## config.mk

```make
export PLATFORM = sky130hd
export DESIGN_NAME = slc_tx_control
export DESIGN_NICKNAME = d
export VERILOG_FILES = /design/src/include/slc_pkg.sv /design/src/logic/slc_tx_control.sv
export SDC_FILE = /design/constraint.sdc
export NUM_CORES = 1
export LEC_CHECK = 0
export ABC_AREA = 1
export BUFFER_PORTS_ARGS = -buffer_cell sky130_fd_sc_hd__buf_2
export CAP_MARGIN = 15
export CORE_ASPECT_RATIO = 1.2
export CORE_MARGIN = 1
export CORE_UTILIZATION = 42
export CTS_CLUSTER_DIAMETER = 50
export CTS_CLUSTER_SIZE = 30
export DETAILED_ROUTE_END_ITERATION = 10
export SYNTH_ARGS = -nofsm -noshare
export SYNTH_HDL_FRONTEND = slang
export SYNTH_SLANG_ARGS = --single-unit
```

## constraint.sdc

```tcl
create_clock -name core_clk -period 1.7 [get_ports core_clk]
set_clock_uncertainty 0.15 [all_clocks]
set_input_delay 0.425 -clock core_clk [delete_from_list [all_inputs] [get_ports core_clk]]
set_output_delay 0.425 -clock core_clk [all_outputs]
set_load 0.01 [all_outputs]
```

## src/include/slc_pkg.sv

```systemverilog
// package of register map, field layouts and carriers for the serial link transmit control
// Notes on behaviour
// RQ1 - code c2: mode c, lanes 1, fields f
// RQ2 - code c4: mode c, lanes 3, fields f
// RQ3 - code d1: mode d, lanes 0, fields f
// RQ4 - code d2: mode d, lanes 1, fields f
// RQ5 - codes e1/e2/e4: mode e, lanes 0/1/3
// RQ6 - unknown quick codes change nothing
// RQ7 - bit 6 picks zero or lfsr tail fill
// RQ8 - tail count is container minus resolution minus control
// RQ9 - bit 5 sends transport test samples
// RQ10 - no lane sync: only k28.7 alignment
// RQ11 - lane sync: k28.3 or k28.7 alignment
// RQ12 - software keeps insert disable clear with sync
// RQ13 - bits 3:2 00 off, 01 on, 10 reserved
// RQ14 - mode 11 repeats alignment sequence always
// RQ15 - bit 1 stops alignment character insertion
// RQ16 - bit 0 holds link reset, clock gated
// RQ17 - software powers down around configuration changes
// RQ18 - enabled link: sync request drives k28.5
// RQ19 - link control one resets to 14
// RQ20 - quick register self clears, reads zero
// RQ21 - sync mode 11 ignores request pins
// RQ22 - bit 7 ignores writes, reads zero
// RQ23 - quick code fields update together, overridable
`default_nettype none
package slc_pkg;

  // register offsets
  localparam logic [7:0] OFS_QUICK_CFG    = 8'h5e;  // self clearing quick configuration
  localparam logic [7:0] OFS_LINK_CTRL1   = 8'h5f;  // link_control_one
  localparam logic [7:0] OFS_LINK_CTRL2   = 8'h60;  // sync mode and invert
  localparam logic [7:0] OFS_MODE         = 8'h63;  // converter mode field [3:0]
  localparam logic [7:0] OFS_LANES        = 8'h6e;  // lane count minus one [4:0]
  localparam logic [7:0] OFS_LINK_FIELD_A = 8'h72;  // further link field [4:0]
  localparam logic [7:0] OFS_LINK_FIELD_B = 8'h73;  // further link field [4:0]

  // reset values
  localparam logic [7:0] RST_LINK_CTRL1   = 8'h14;  // lane sync and alignment sequence on
  localparam logic [7:0] RST_LINK_CTRL2   = 8'h00;
  localparam logic [3:0] RST_MODE         = 4'h0;
  localparam logic [4:0] RST_LANES        = 5'h00;
  localparam logic [4:0] RST_LINK_FIELD   = 5'h00;

  // link_control_one field positions
  localparam int BIT_TAIL_PN      = 6;
  localparam int BIT_TEST_SAMPLE  = 5;
  localparam int BIT_LANE_SYNC    = 4;
  localparam int BIT_ALIGN_HI     = 3;
  localparam int BIT_ALIGN_LO     = 2;
  localparam int BIT_FRAME_ALIGN_INSERT_DISABLE_DISABLE = 1;
  localparam int BIT_POWER_DOWN   = 0;
  localparam logic [7:0] CTRL1_WR_MASK = 8'h7f;  // bit 7 unused

  // link control two field positions
  localparam int BIT_SYNC_MODE_HI = 7;
  localparam int BIT_SYNC_MODE_LO = 6;
  localparam int BIT_SYNC_INVERT  = 5;
  localparam logic [7:0] CTRL2_WR_MASK = 8'he7;  // bits 4:3 unused

  // alignment sequence modes
  localparam logic [1:0] ALIGN_OFF    = 2'h0;
  localparam logic [1:0] ALIGN_ON     = 2'h1;
  localparam logic [1:0] ALIGN_REPEAT = 2'h3;

  // sync modes
  localparam logic [1:0] SYNC_PINS_OFF = 2'h3;

  // quick configuration values
  localparam logic [3:0] MODE_DUAL_HIGH  = 4'hc;
  localparam logic [3:0] MODE_DUAL_LOW   = 4'hd;
  localparam logic [3:0] MODE_DUAL_MIXED = 4'he;
  localparam logic [4:0] LANES_ONE       = 5'h00;
  localparam logic [4:0] LANES_TWO       = 5'h01;
  localparam logic [4:0] LANES_FOUR      = 5'h03;
  localparam logic [4:0] QUICK_FIELD     = 5'h0f;

  // tail lfsr
  localparam int          LFSR_W    = 31;
  localparam logic [30:0] LFSR_SEED = 31'h7fffffff;

  // configuration fields rewritten together
  typedef struct packed {
    logic [3:0] mode;
    logic [4:0] lanes;
    logic [4:0] field_a;
    logic [4:0] field_b;
  } slc_cfg_type;

  // controls handed to the transmit datapath
  typedef struct packed {
    logic       link_reset;         // link held in reset
    logic       link_clk_en;        // link clock gate enable
    logic       tail_pn_en;         // tail bits from lfsr
    logic       test_sample_en;     // transport test samples
    logic       lane_sync_en;       // lane synchronization on
    logic       k28_7_only;         // alignment uses k28.7 only
    logic       align_insert_en;    // alignment characters inserted
    logic       ilas_en;            // one alignment sequence after sync
    logic       ilas_repeat;        // alignment sequence repeated forever
    logic       send_k28_5;         // code group synchronization request
  } slc_link_ctrl_type;

endpackage
`default_nettype wire

```

## src/logic/slc_tx_control.sv

```systemverilog
// serial link transmit control: quick configuration, link control registers, tail lfsr, sync handling
`timescale 1ns/1ps
`default_nettype none
module slc_tx_control #(
  parameter int CONT_W = 16,  // sample container width
  parameter int RES_W  = 12,  // converter resolution
  parameter int CS_W   = 0,   // control bits per sample
  parameter int TAIL_W = CONT_W - RES_W - CS_W  // tail bits per sample
) (
  input  wire logic                     core_clk,            // 25 mhz clock
  input  wire logic                     nrst,                // async reset, active low
  input  wire logic [7:0]               reg_addr,            // register offset
  input  wire logic [7:0]               reg_wdata,           // write data
  input  wire logic                     reg_wr,              // write strobe
  input  wire logic                     reg_rd,              // read strobe
  output logic      [7:0]               reg_rdata,           // read data, one cycle after strobe
  input  wire logic                     sync_request_input,  // sync request pin, active low
  output slc_pkg::slc_link_ctrl_type    link_ctrl,           // datapath controls
  output slc_pkg::slc_cfg_type          link_cfg,            // mode, lanes and link fields
  output logic      [TAIL_W-1:0]        tail_bits            // tail fill per sample
);
  import slc_pkg::*;

  // register state
  logic [7:0]  ctrl1;        // link_control_one
  logic [7:0]  ctrl2;        // sync control
  slc_cfg_type cfg;          // fields touched by quick codes
  logic [7:0]  next_ctrl1;
  logic [7:0]  next_ctrl2;
  slc_cfg_type next_cfg;
  logic [7:0]  next_rdata;

  // quick code decode; valid flag low for codes with no effect
  function automatic logic quick_decode(input logic [7:0] code, output slc_cfg_type val);
    logic ok;
    ok          = 1'b1;
    val.mode    = MODE_DUAL_HIGH;
    val.lanes   = LANES_ONE;
    val.field_a = QUICK_FIELD;
    val.field_b = QUICK_FIELD;
    case (code)
      8'hc2: begin  // [RQ1]
        val.mode  = MODE_DUAL_HIGH;
        val.lanes = LANES_TWO;
      end
      8'hc4: begin  // [RQ2]
        val.mode  = MODE_DUAL_HIGH;
        val.lanes = LANES_FOUR;
      end
      8'hd1: begin  // [RQ3]
        val.mode  = MODE_DUAL_LOW;
        val.lanes = LANES_ONE;
      end
      8'hd2: begin  // [RQ4]
        val.mode  = MODE_DUAL_LOW;
        val.lanes = LANES_TWO;
      end
      8'he1: begin  // [RQ5]
        val.mode  = MODE_DUAL_MIXED;
        val.lanes = LANES_ONE;
      end
      8'he2: begin  // [RQ5]
        val.mode  = MODE_DUAL_MIXED;
        val.lanes = LANES_TWO;
      end
      8'he4: begin  // [RQ5]
        val.mode  = MODE_DUAL_MIXED;
        val.lanes = LANES_FOUR;
      end
      default: begin
        ok = 1'b0;  // [RQ6]
      end
    endcase
    return ok;
  endfunction

  // one lfsr step, polynomial 1 + x^28 + x^31
  function automatic logic [LFSR_W-1:0] lfsr_step(input logic [LFSR_W-1:0] s);
    return {s[LFSR_W-2:0], s[30] ^ s[27]};
  endfunction

  // register write and read decode
  always_comb begin
    slc_cfg_type qval;
    logic        qok;
    qval       = cfg;
    next_ctrl1 = ctrl1;
    next_ctrl2 = ctrl2;
    next_cfg   = cfg;
    next_rdata = reg_rdata;
    qok        = quick_decode(reg_wdata, qval);
    if (reg_wr) begin
      case (reg_addr)
        OFS_QUICK_CFG: begin
          // all four fields land in the same edge; later writes override them
          if (qok) next_cfg = qval;  // [RQ23] [RQ6]
        end
        OFS_LINK_CTRL1:   next_ctrl1 = reg_wdata & CTRL1_WR_MASK;  // [RQ22]
        OFS_LINK_CTRL2:   next_ctrl2 = reg_wdata & CTRL2_WR_MASK;
        OFS_MODE:         next_cfg.mode = reg_wdata[3:0];
        OFS_LANES:        next_cfg.lanes = reg_wdata[4:0];
        OFS_LINK_FIELD_A: next_cfg.field_a = reg_wdata[4:0];
        OFS_LINK_FIELD_B: next_cfg.field_b = reg_wdata[4:0];
        default: begin
          // unmapped write ignored
        end
      endcase
    end
    if (reg_rd) begin
      case (reg_addr)
        OFS_QUICK_CFG:    next_rdata = 8'h00;  // self clearing, nothing stored [RQ20]
        OFS_LINK_CTRL1:   next_rdata = ctrl1;  // bit 7 always zero [RQ22]
        OFS_LINK_CTRL2:   next_rdata = ctrl2;
        OFS_MODE:         next_rdata = {4'h0, cfg.mode};
        OFS_LANES:        next_rdata = {3'h0, cfg.lanes};
        OFS_LINK_FIELD_A: next_rdata = {3'h0, cfg.field_a};
        OFS_LINK_FIELD_B: next_rdata = {3'h0, cfg.field_b};
        default:          next_rdata = 8'h00;  // unmapped reads zero
      endcase
    end
  end

  // register storage
  always_ff @(posedge core_clk or negedge nrst) begin
    if (!nrst) begin
      ctrl1         <= RST_LINK_CTRL1;  // [RQ19]
      ctrl2         <= RST_LINK_CTRL2;
      cfg.mode      <= RST_MODE;
      cfg.lanes     <= RST_LANES;
      cfg.field_a   <= RST_LINK_FIELD;
      cfg.field_b   <= RST_LINK_FIELD;
      reg_rdata     <= 8'h00;
    end else begin
      ctrl1     <= next_ctrl1;
      ctrl2     <= next_ctrl2;
      cfg       <= next_cfg;
      reg_rdata <= next_rdata;
    end
  end

  // sync request synchroniser; pin is asynchronous to core_clk
  logic [2:0] sync_sr;       // three stage shift
  logic       sync_level;    // filtered pin level
  logic [2:0] next_sync_sr;
  logic       next_sync_level;

  always_comb begin
    next_sync_sr    = {sync_sr[1:0], sync_request_input};
    next_sync_level = sync_level;
    // stage one only feeds stage two; change taken when two and three agree
    if (sync_sr[1] == sync_sr[2]) next_sync_level = sync_sr[2];
  end

  always_ff @(posedge core_clk or negedge nrst) begin
    if (!nrst) begin
      sync_sr    <= 3'h7;  // idle high: no request
      sync_level <= 1'b1;
    end else begin
      sync_sr    <= next_sync_sr;
      sync_level <= next_sync_level;
    end
  end

  // tail lfsr; held at seed while the link is powered down
  logic [LFSR_W-1:0] lfsr;
  logic [LFSR_W-1:0] next_lfsr;
  logic [TAIL_W-1:0] next_tail;

  always_comb begin
    next_lfsr = lfsr;
    next_tail = '0;  // zero padding when lfsr fill is off [RQ7]
    if (ctrl1[BIT_POWER_DOWN]) begin
      next_lfsr = LFSR_SEED;  // [RQ16]
    end else if (ctrl1[BIT_TAIL_PN]) begin
      next_lfsr = lfsr_step(lfsr);  // [RQ7]
      // only n' - n - cs bits leave per sample [RQ8]
      next_tail = lfsr[TAIL_W-1:0];
    end
  end

  always_ff @(posedge core_clk or negedge nrst) begin
    if (!nrst) begin
      lfsr      <= LFSR_SEED;
      tail_bits <= '0;
    end else begin
      lfsr      <= next_lfsr;
      tail_bits <= next_tail;
    end
  end

  // datapath controls, registered so the datapath sees clean levels
  slc_link_ctrl_type next_ctrl;
  logic              sync_req;  // request after polarity option

  always_comb begin
    logic [1:0] align_mode;
    logic       up;
    align_mode = ctrl1[BIT_ALIGN_HI:BIT_ALIGN_LO];
    up         = ~ctrl1[BIT_POWER_DOWN];
    // pin is active low; invert option flips the sense
    sync_req   = ~sync_level ^ ctrl2[BIT_SYNC_INVERT];
    next_ctrl.link_reset      = ctrl1[BIT_POWER_DOWN];                  // [RQ16]
    next_ctrl.link_clk_en     = up;                                     // [RQ16]
    next_ctrl.tail_pn_en      = up & ctrl1[BIT_TAIL_PN];                // [RQ7]
    next_ctrl.test_sample_en  = up & ctrl1[BIT_TEST_SAMPLE];            // [RQ9]
    // lane sync relies on software keeping insertion enabled
    next_ctrl.lane_sync_en    = up & ctrl1[BIT_LANE_SYNC];              // [RQ11] [RQ12]
    next_ctrl.k28_7_only      = ~ctrl1[BIT_LANE_SYNC];                  // [RQ10]
    next_ctrl.align_insert_en = up & ~ctrl1[BIT_FRAME_ALIGN_INSERT_DISABLE_DISABLE];          // [RQ15]
    // reserved 10 treated as off
    next_ctrl.ilas_en         = up & (align_mode == ALIGN_ON);          // [RQ13]
    next_ctrl.ilas_repeat     = up & (align_mode == ALIGN_REPEAT);      // [RQ14]
    next_ctrl.send_k28_5      = up & sync_req &
                                (ctrl2[BIT_SYNC_MODE_HI:BIT_SYNC_MODE_LO] != SYNC_PINS_OFF);  // [RQ18] [RQ21]
  end

  always_ff @(posedge core_clk or negedge nrst) begin
    if (!nrst) begin
      link_ctrl <= '0;
      link_cfg  <= '0;
    end else begin
      link_ctrl <= next_ctrl;
      link_cfg  <= cfg;
    end
  end

endmodule
`default_nettype wire

```

### Yosys cells after proc, flatten, opt, wreduce, memory -nomap -nowiden

Index checks and enable logic that the tools add are counted.

* bits in registers: 108
* input port bits: 21
* output and inout port bits: 41
* word-level logic and storage cells: 82

* equality and inequality tests: 19
* muxes and demuxes: 12
* bitwise logic cells: 14
* reductions and logical operators: 12

Operators by type and width (count)
* 2-to-1 mux 31 bit: 2
* equality test 8 x 7 -> 1 bit (second input constant): 7
* equality test 8 bit (second input constant): 7
* one-hot mux 7 bit (7 select lines): 1
* one-hot mux 8 bit (6 select lines): 1
* one-hot mux 5 bit (2 select lines): 3
* 2-to-1 mux 19 bit: 1
* AND reduction 3 bit: 4
* nonzero test 2 bit: 5
* AND 1 bit: 8
* 2-to-1 mux 4 bit: 2
* one-hot mux 4 bit (2 select lines): 1
* OR reduction 7 bit: 1
* inequality test 2 bit (second input constant): 2
* inverter 1 bit: 4
* AND reduction 2 bit: 2
* equality test 2 x 1 -> 1 bit (second input constant): 1
* equality test 2 bit (second input constant): 1
* bitwise XOR 1 bit: 2
* equality test 1 bit: 1
* 2-to-1 mux 1 bit: 1

### Longest topological paths before layout

* depth after elaboration: 5
* mapped depth: 11

### Worst setup path before layout

Ideal clock, no wire load.

* path kind: input to register
* start: input reg_addr[7]
* end: register cfg[15] in the netlist's numbering
* setup time: 0.117 ns
* data arrival time: 1.286 ns
* required time: 1.433 ns
* path slack: 0.146 ns
* stages on the path: 8
* buffers on the path: 0
* cell sequence: inv_1 > nand2_1 > nor2_4 > nand2_1 > nand2_1 > nand3_4 > nand2_1 > nand2_1

* word-level cells in the longest chain between the ends: 3
* elaborated cells on any way between the ends: 6
* classes of those cells: eq/ne (3); mux (1); reduce/logical (2)

RTL lines
* start: declaration: RTL line slc_tx_control.sv:12 `input wire logic [7:0] reg_addr,`
* equality test 8 x 7 -> 1 bit: RTL line slc_tx_control.sv:93 `case (reg_addr)`
* inequality test 2 bit (no source line) or nonzero test 2 bit (tied branches)
* AND reduction 3 bit (no source line)
* end signal: assignment: RTL line slc_tx_control.sv:136 `cfg <= next_cfg;`
* end: declaration: RTL line slc_tx_control.sv:27 `slc_cfg_type cfg;`

Parallel ways exist; a longest one is shown, timed or not.
A chain may end at the register's enable or synchronous reset.

### Worst setup path in the final report

* start: input reg_addr[7]
* end: register reg_rdata[0]

* word-level cells in the longest chain between the ends: 2
* elaborated cells on any way between the ends: 7
* classes of those cells: eq/ne (6); mux (1)

RTL lines
* equality test 8 x 7 -> 1 bit: RTL line slc_tx_control.sv:110 `case (reg_addr)`
* one-hot mux 8 bit (6 select lines) *: RTL line slc_tx_control.sv:110
* end signal: assignment: RTL line slc_tx_control.sv:137 `reg_rdata <= next_rdata;`
* end: declaration: RTL line slc_tx_control.sv:16 `output logic [7:0] reg_rdata,`

Mark *: on every way between the ends. The rest lies on a longest branch, timed or not.

==> results by group <==
Status
  • Status: finished, final reports clean

Pwr
  • Switching part of the total: 0.2504
  • Power share of the clock group: 0.320
  • Internal power: 0.004845 W
  • Reg power frac: 0.528
  • Psw: 0.001619 W
  • Logic gate share of total power: 0.151
  • PwrDens: 1162 mW/mm²
  • Worst VDD drop: 0.4607 mV
  • Leakage: 2.982 nW

Global route
  • Initial antenna violation count: 0
  • Largest net degree at the start of global routing: 49
  • Vias in the first global route: 3,304
  • Total gr overflow: 0
  • GRT Total Usage: 0.1989
  • First-pass GRT wire length: 16.14 mm

Placed design
  • RD Place Congestion: 0.8805
  • Buffers added on ports: 61
  • HPWL Detailed: 7.346 mm

Die
  • Full die area: 0.01089 mm²
  • Num ports: 62
  • Horiz. Die Dim: 95.44 µm
  • Row cnt: 40
  • Initial Util: 0.4353
  • Core area: 0.01011 mm²
  • Die Y: 114.1 µm

Clocking
  • Clock Pin Slew Worst Setup and Hold Paths: 0.07 ns
  • Clock Root Buffer: clkbuf_16
  • Clock sink count: 108
  • PostCTS Resize Cnt: 0
  • Clk buf depth: 2
  • Clock tree from TritonCTS: yes
  • TritonCTS Buffers: 9
  • Clock Latency Late Sink: 0.34 ns
  • # H-tree levels: 3

Timing
  • Hold_ws: 0.03621 ns
  • Setup TNS: 0 ns
  • Slew Limit Headroom: 0.7576
  • Tmin final: 1.542 ns
  • Final hold violation count: 0
  • Least-Margin Pin Slew: 0.3598 ns
  • Unrepaired setup endpoints after global routing: false
  • F_max: 0.6484 GHz
  • Max-slew violation count: 0
  • Final period utilization: 0.9072
  • Final setup violation count: 0

Routing
  • Drt wl/cell: 14.29 µm
  • Via/cell ratio: 4.904
  • DR iter-0 viols: 166
  • Vias: 3,428
  • First-pass detailed-route iteration total: 4
  • Drc violations: 0
  • Post-route ant nets: 0
  • Final wirelength: 9.992 mm

Logic synthesis
  • Synth top area cells: dfrtp_1, dfstp_2, nand2_1
  • Mapped Avg Cell Area: 9.629 µm²
  • Syn Nets: 478
  • Syn Std Cell Area: 0.004400 mm²
  • Yosys cell types: 30
  • Largest area contributor in the netlist: dfrtp_1
  • Yosys reg bits: 108
  • Count of warnings emitted by yosys: 0
  • Instance count of the mapped netlist: 457
  • Post-synthesis sequential area ratio: 0.6247
  • Area share of the largest cell type after synthesis: 0.4038

Worst setup path
  • Crit Path Category: primary input to flip-flop
  • Critical-path cell list: buf_2 -> inv_1 -> nand2_1 -> nor3_4 -> nand2_1 -> buf_4 -> o21ai_0 -> nor3_1 -> nor2_1
  • Arrival @ worst endpoint: 1.67 ns
  • Critical path fanouts, max: 4
  • CP max stage cell: o21ai_0
  • Largest stage delay on the critical path: 0.25 ns
  • Worst Setup SP: reg_addr[7]
  • WP data required: 1.83 ns
  • R2r startpoint: ctrl1[4]$_DFFE_PN1P_
  • Critical Path Most Common Cell: nand2_1
  • Setup crit end kind: flip-flop
  • Setup crit start kind: primary input

Run
  • Max_cap viols: 0

Final layout
  • Most frequent cells in the layout: nand2_1, dfrtp_1, buf_2
  • Share of cells above drive strength 1: 0.3141
  • ANT cells: 0
  • Fill count: 942
  • Area Overhead vs Synth: 26.41%
  • Nets: 589
  • Most common cell after layout, fill and taps aside: nand2_1

Worst hold path
  • Hold path start: sync_request_input
  • Worst hold path class: primary input to flip-flop
-- logic make-up (layout without fill, tap and decap cells) --
kind of cell / count (synthesis) / in the layout / synth area share
AO/OA/AOI/OAI: 54 / 54 / 0.07848
XOR/XNOR: 2 / 2 / 0.003981
adder cells (fa/ha/maj): 1 / 1 / 0.002275
buffers and inverters: 74 / 190 / 0.06653
flip-flops: 108 / 108 / 0.6247
multiplexers: 1 / 1 / 0.002559
AND/OR/NAND/NOR: 217 / 217 / 0.2215
-- metal layers --
metal	track usage	up-vias	share of wire
met5	0	-	0
met4	0.08856	0	0.029
met3	0.03851	19	0.037
met2	0.3243	74	0.50
met1	0.2558	1630	0.44
li1	-	1705	-
-- layout make-up --
type                    instances  area, µm²  area share
repair buffers                115      778.2      0.1399
inverters                      59      221.5     0.03981
clock buffers                  12      246.5     0.04431
multi-input cells             275       1361      0.2447
flip-flops and latches        108       2749      0.4942
well taps                     126      157.7     0.02834
clock inverters                 4      48.80    0.008772
-- timing repair --
item / 4_1_cts / 5_1_grt
hold buffers: 1 / 0
endpoints found under the hold margin: 46 / 0
buffers inserted: 0 / 0
-- path summary, 6_finish.rpt --
kind,end,cells after the start,slack [ns]
setup / recovery,reg_rdata[0]$_DFFE_PN0P_,9,0.16
hold / removal,sync_sr[0]$_DFF_PN1_,1,0.04
setup reg to reg,reg_rdata[4]$_DFFE_PN0P_,4,0.35
hold reg to reg,sync_sr[1]$_DFF_PN1_,0,0.20
max in group asynchronous,sync_sr[0]$_DFF_PN1_,3,0.57
min in group asynchronous,lfsr[9]$_DFFE_PN1P_,2,0.50
-- synthesized netlist by cell type (all sizes together) --
library cell  count
a211oi            1
clkinv            1
mux2              1
a22oi            29
inv              58
a21oi             1
dfstp            37
buf               6
nand3            28
nand4            22
dfrtp            71
nand2           127
o21ai            23
nor3              8
xor2              2
maj3              1
nor2             32
clkbuf            9
-- flip-flops by register name, indices dropped and copies added, names as in the netlist --
| register | flops |
|---|---|
| cfg | 19 |
| link_cfg | 19 |
| ctrl2 | 6 |
| lfsr | 31 |
| reg_rdata | 8 |
| ctrl1 | 7 |
| sync_level | 1 |
| sync_sr | 3 |
| tail_bits | 4 |
| link_ctrl | 10 |
-- power by group through the flow --
stage	Sequential, W	Combinational, W	Clock (W)
final	0.00342	0.000978	0.00207
after global routing	0.00347	0.00111	0.00223
after CTS	0.00342	0.000987	0.00214
after detailed placement	0.00347	0.000977	0
after global placement	0.00346	0.000943	0
after floorplan	0.00346	0.000593	0
-- critical path: cells and delay by family --
family,cells,cell delay (ns)
buffers and inverters,3,0.29
AO/OA/AOI/OAI,1,0.25
AND/OR/NAND/NOR,5,0.70
-- stage by stage --
stage	power [W]	area, µm²	util	setup slack, ns	std cells
after floorplan	0.004048	4400	-	0.1463	457
after global placement	0.004403	5258	0.5201	-0.1325	682
after detailed placement	0.004443	5258	0.5201	-0.1720	682
after CTS	0.006546	5563	0.5502	0.1876	699
after global routing	0.006812	5563	0.5502	0.04171	699
final	0.006464	5563	0.5502	0.1577	699
No activity file was read; power rests on OpenSTA's default activity.
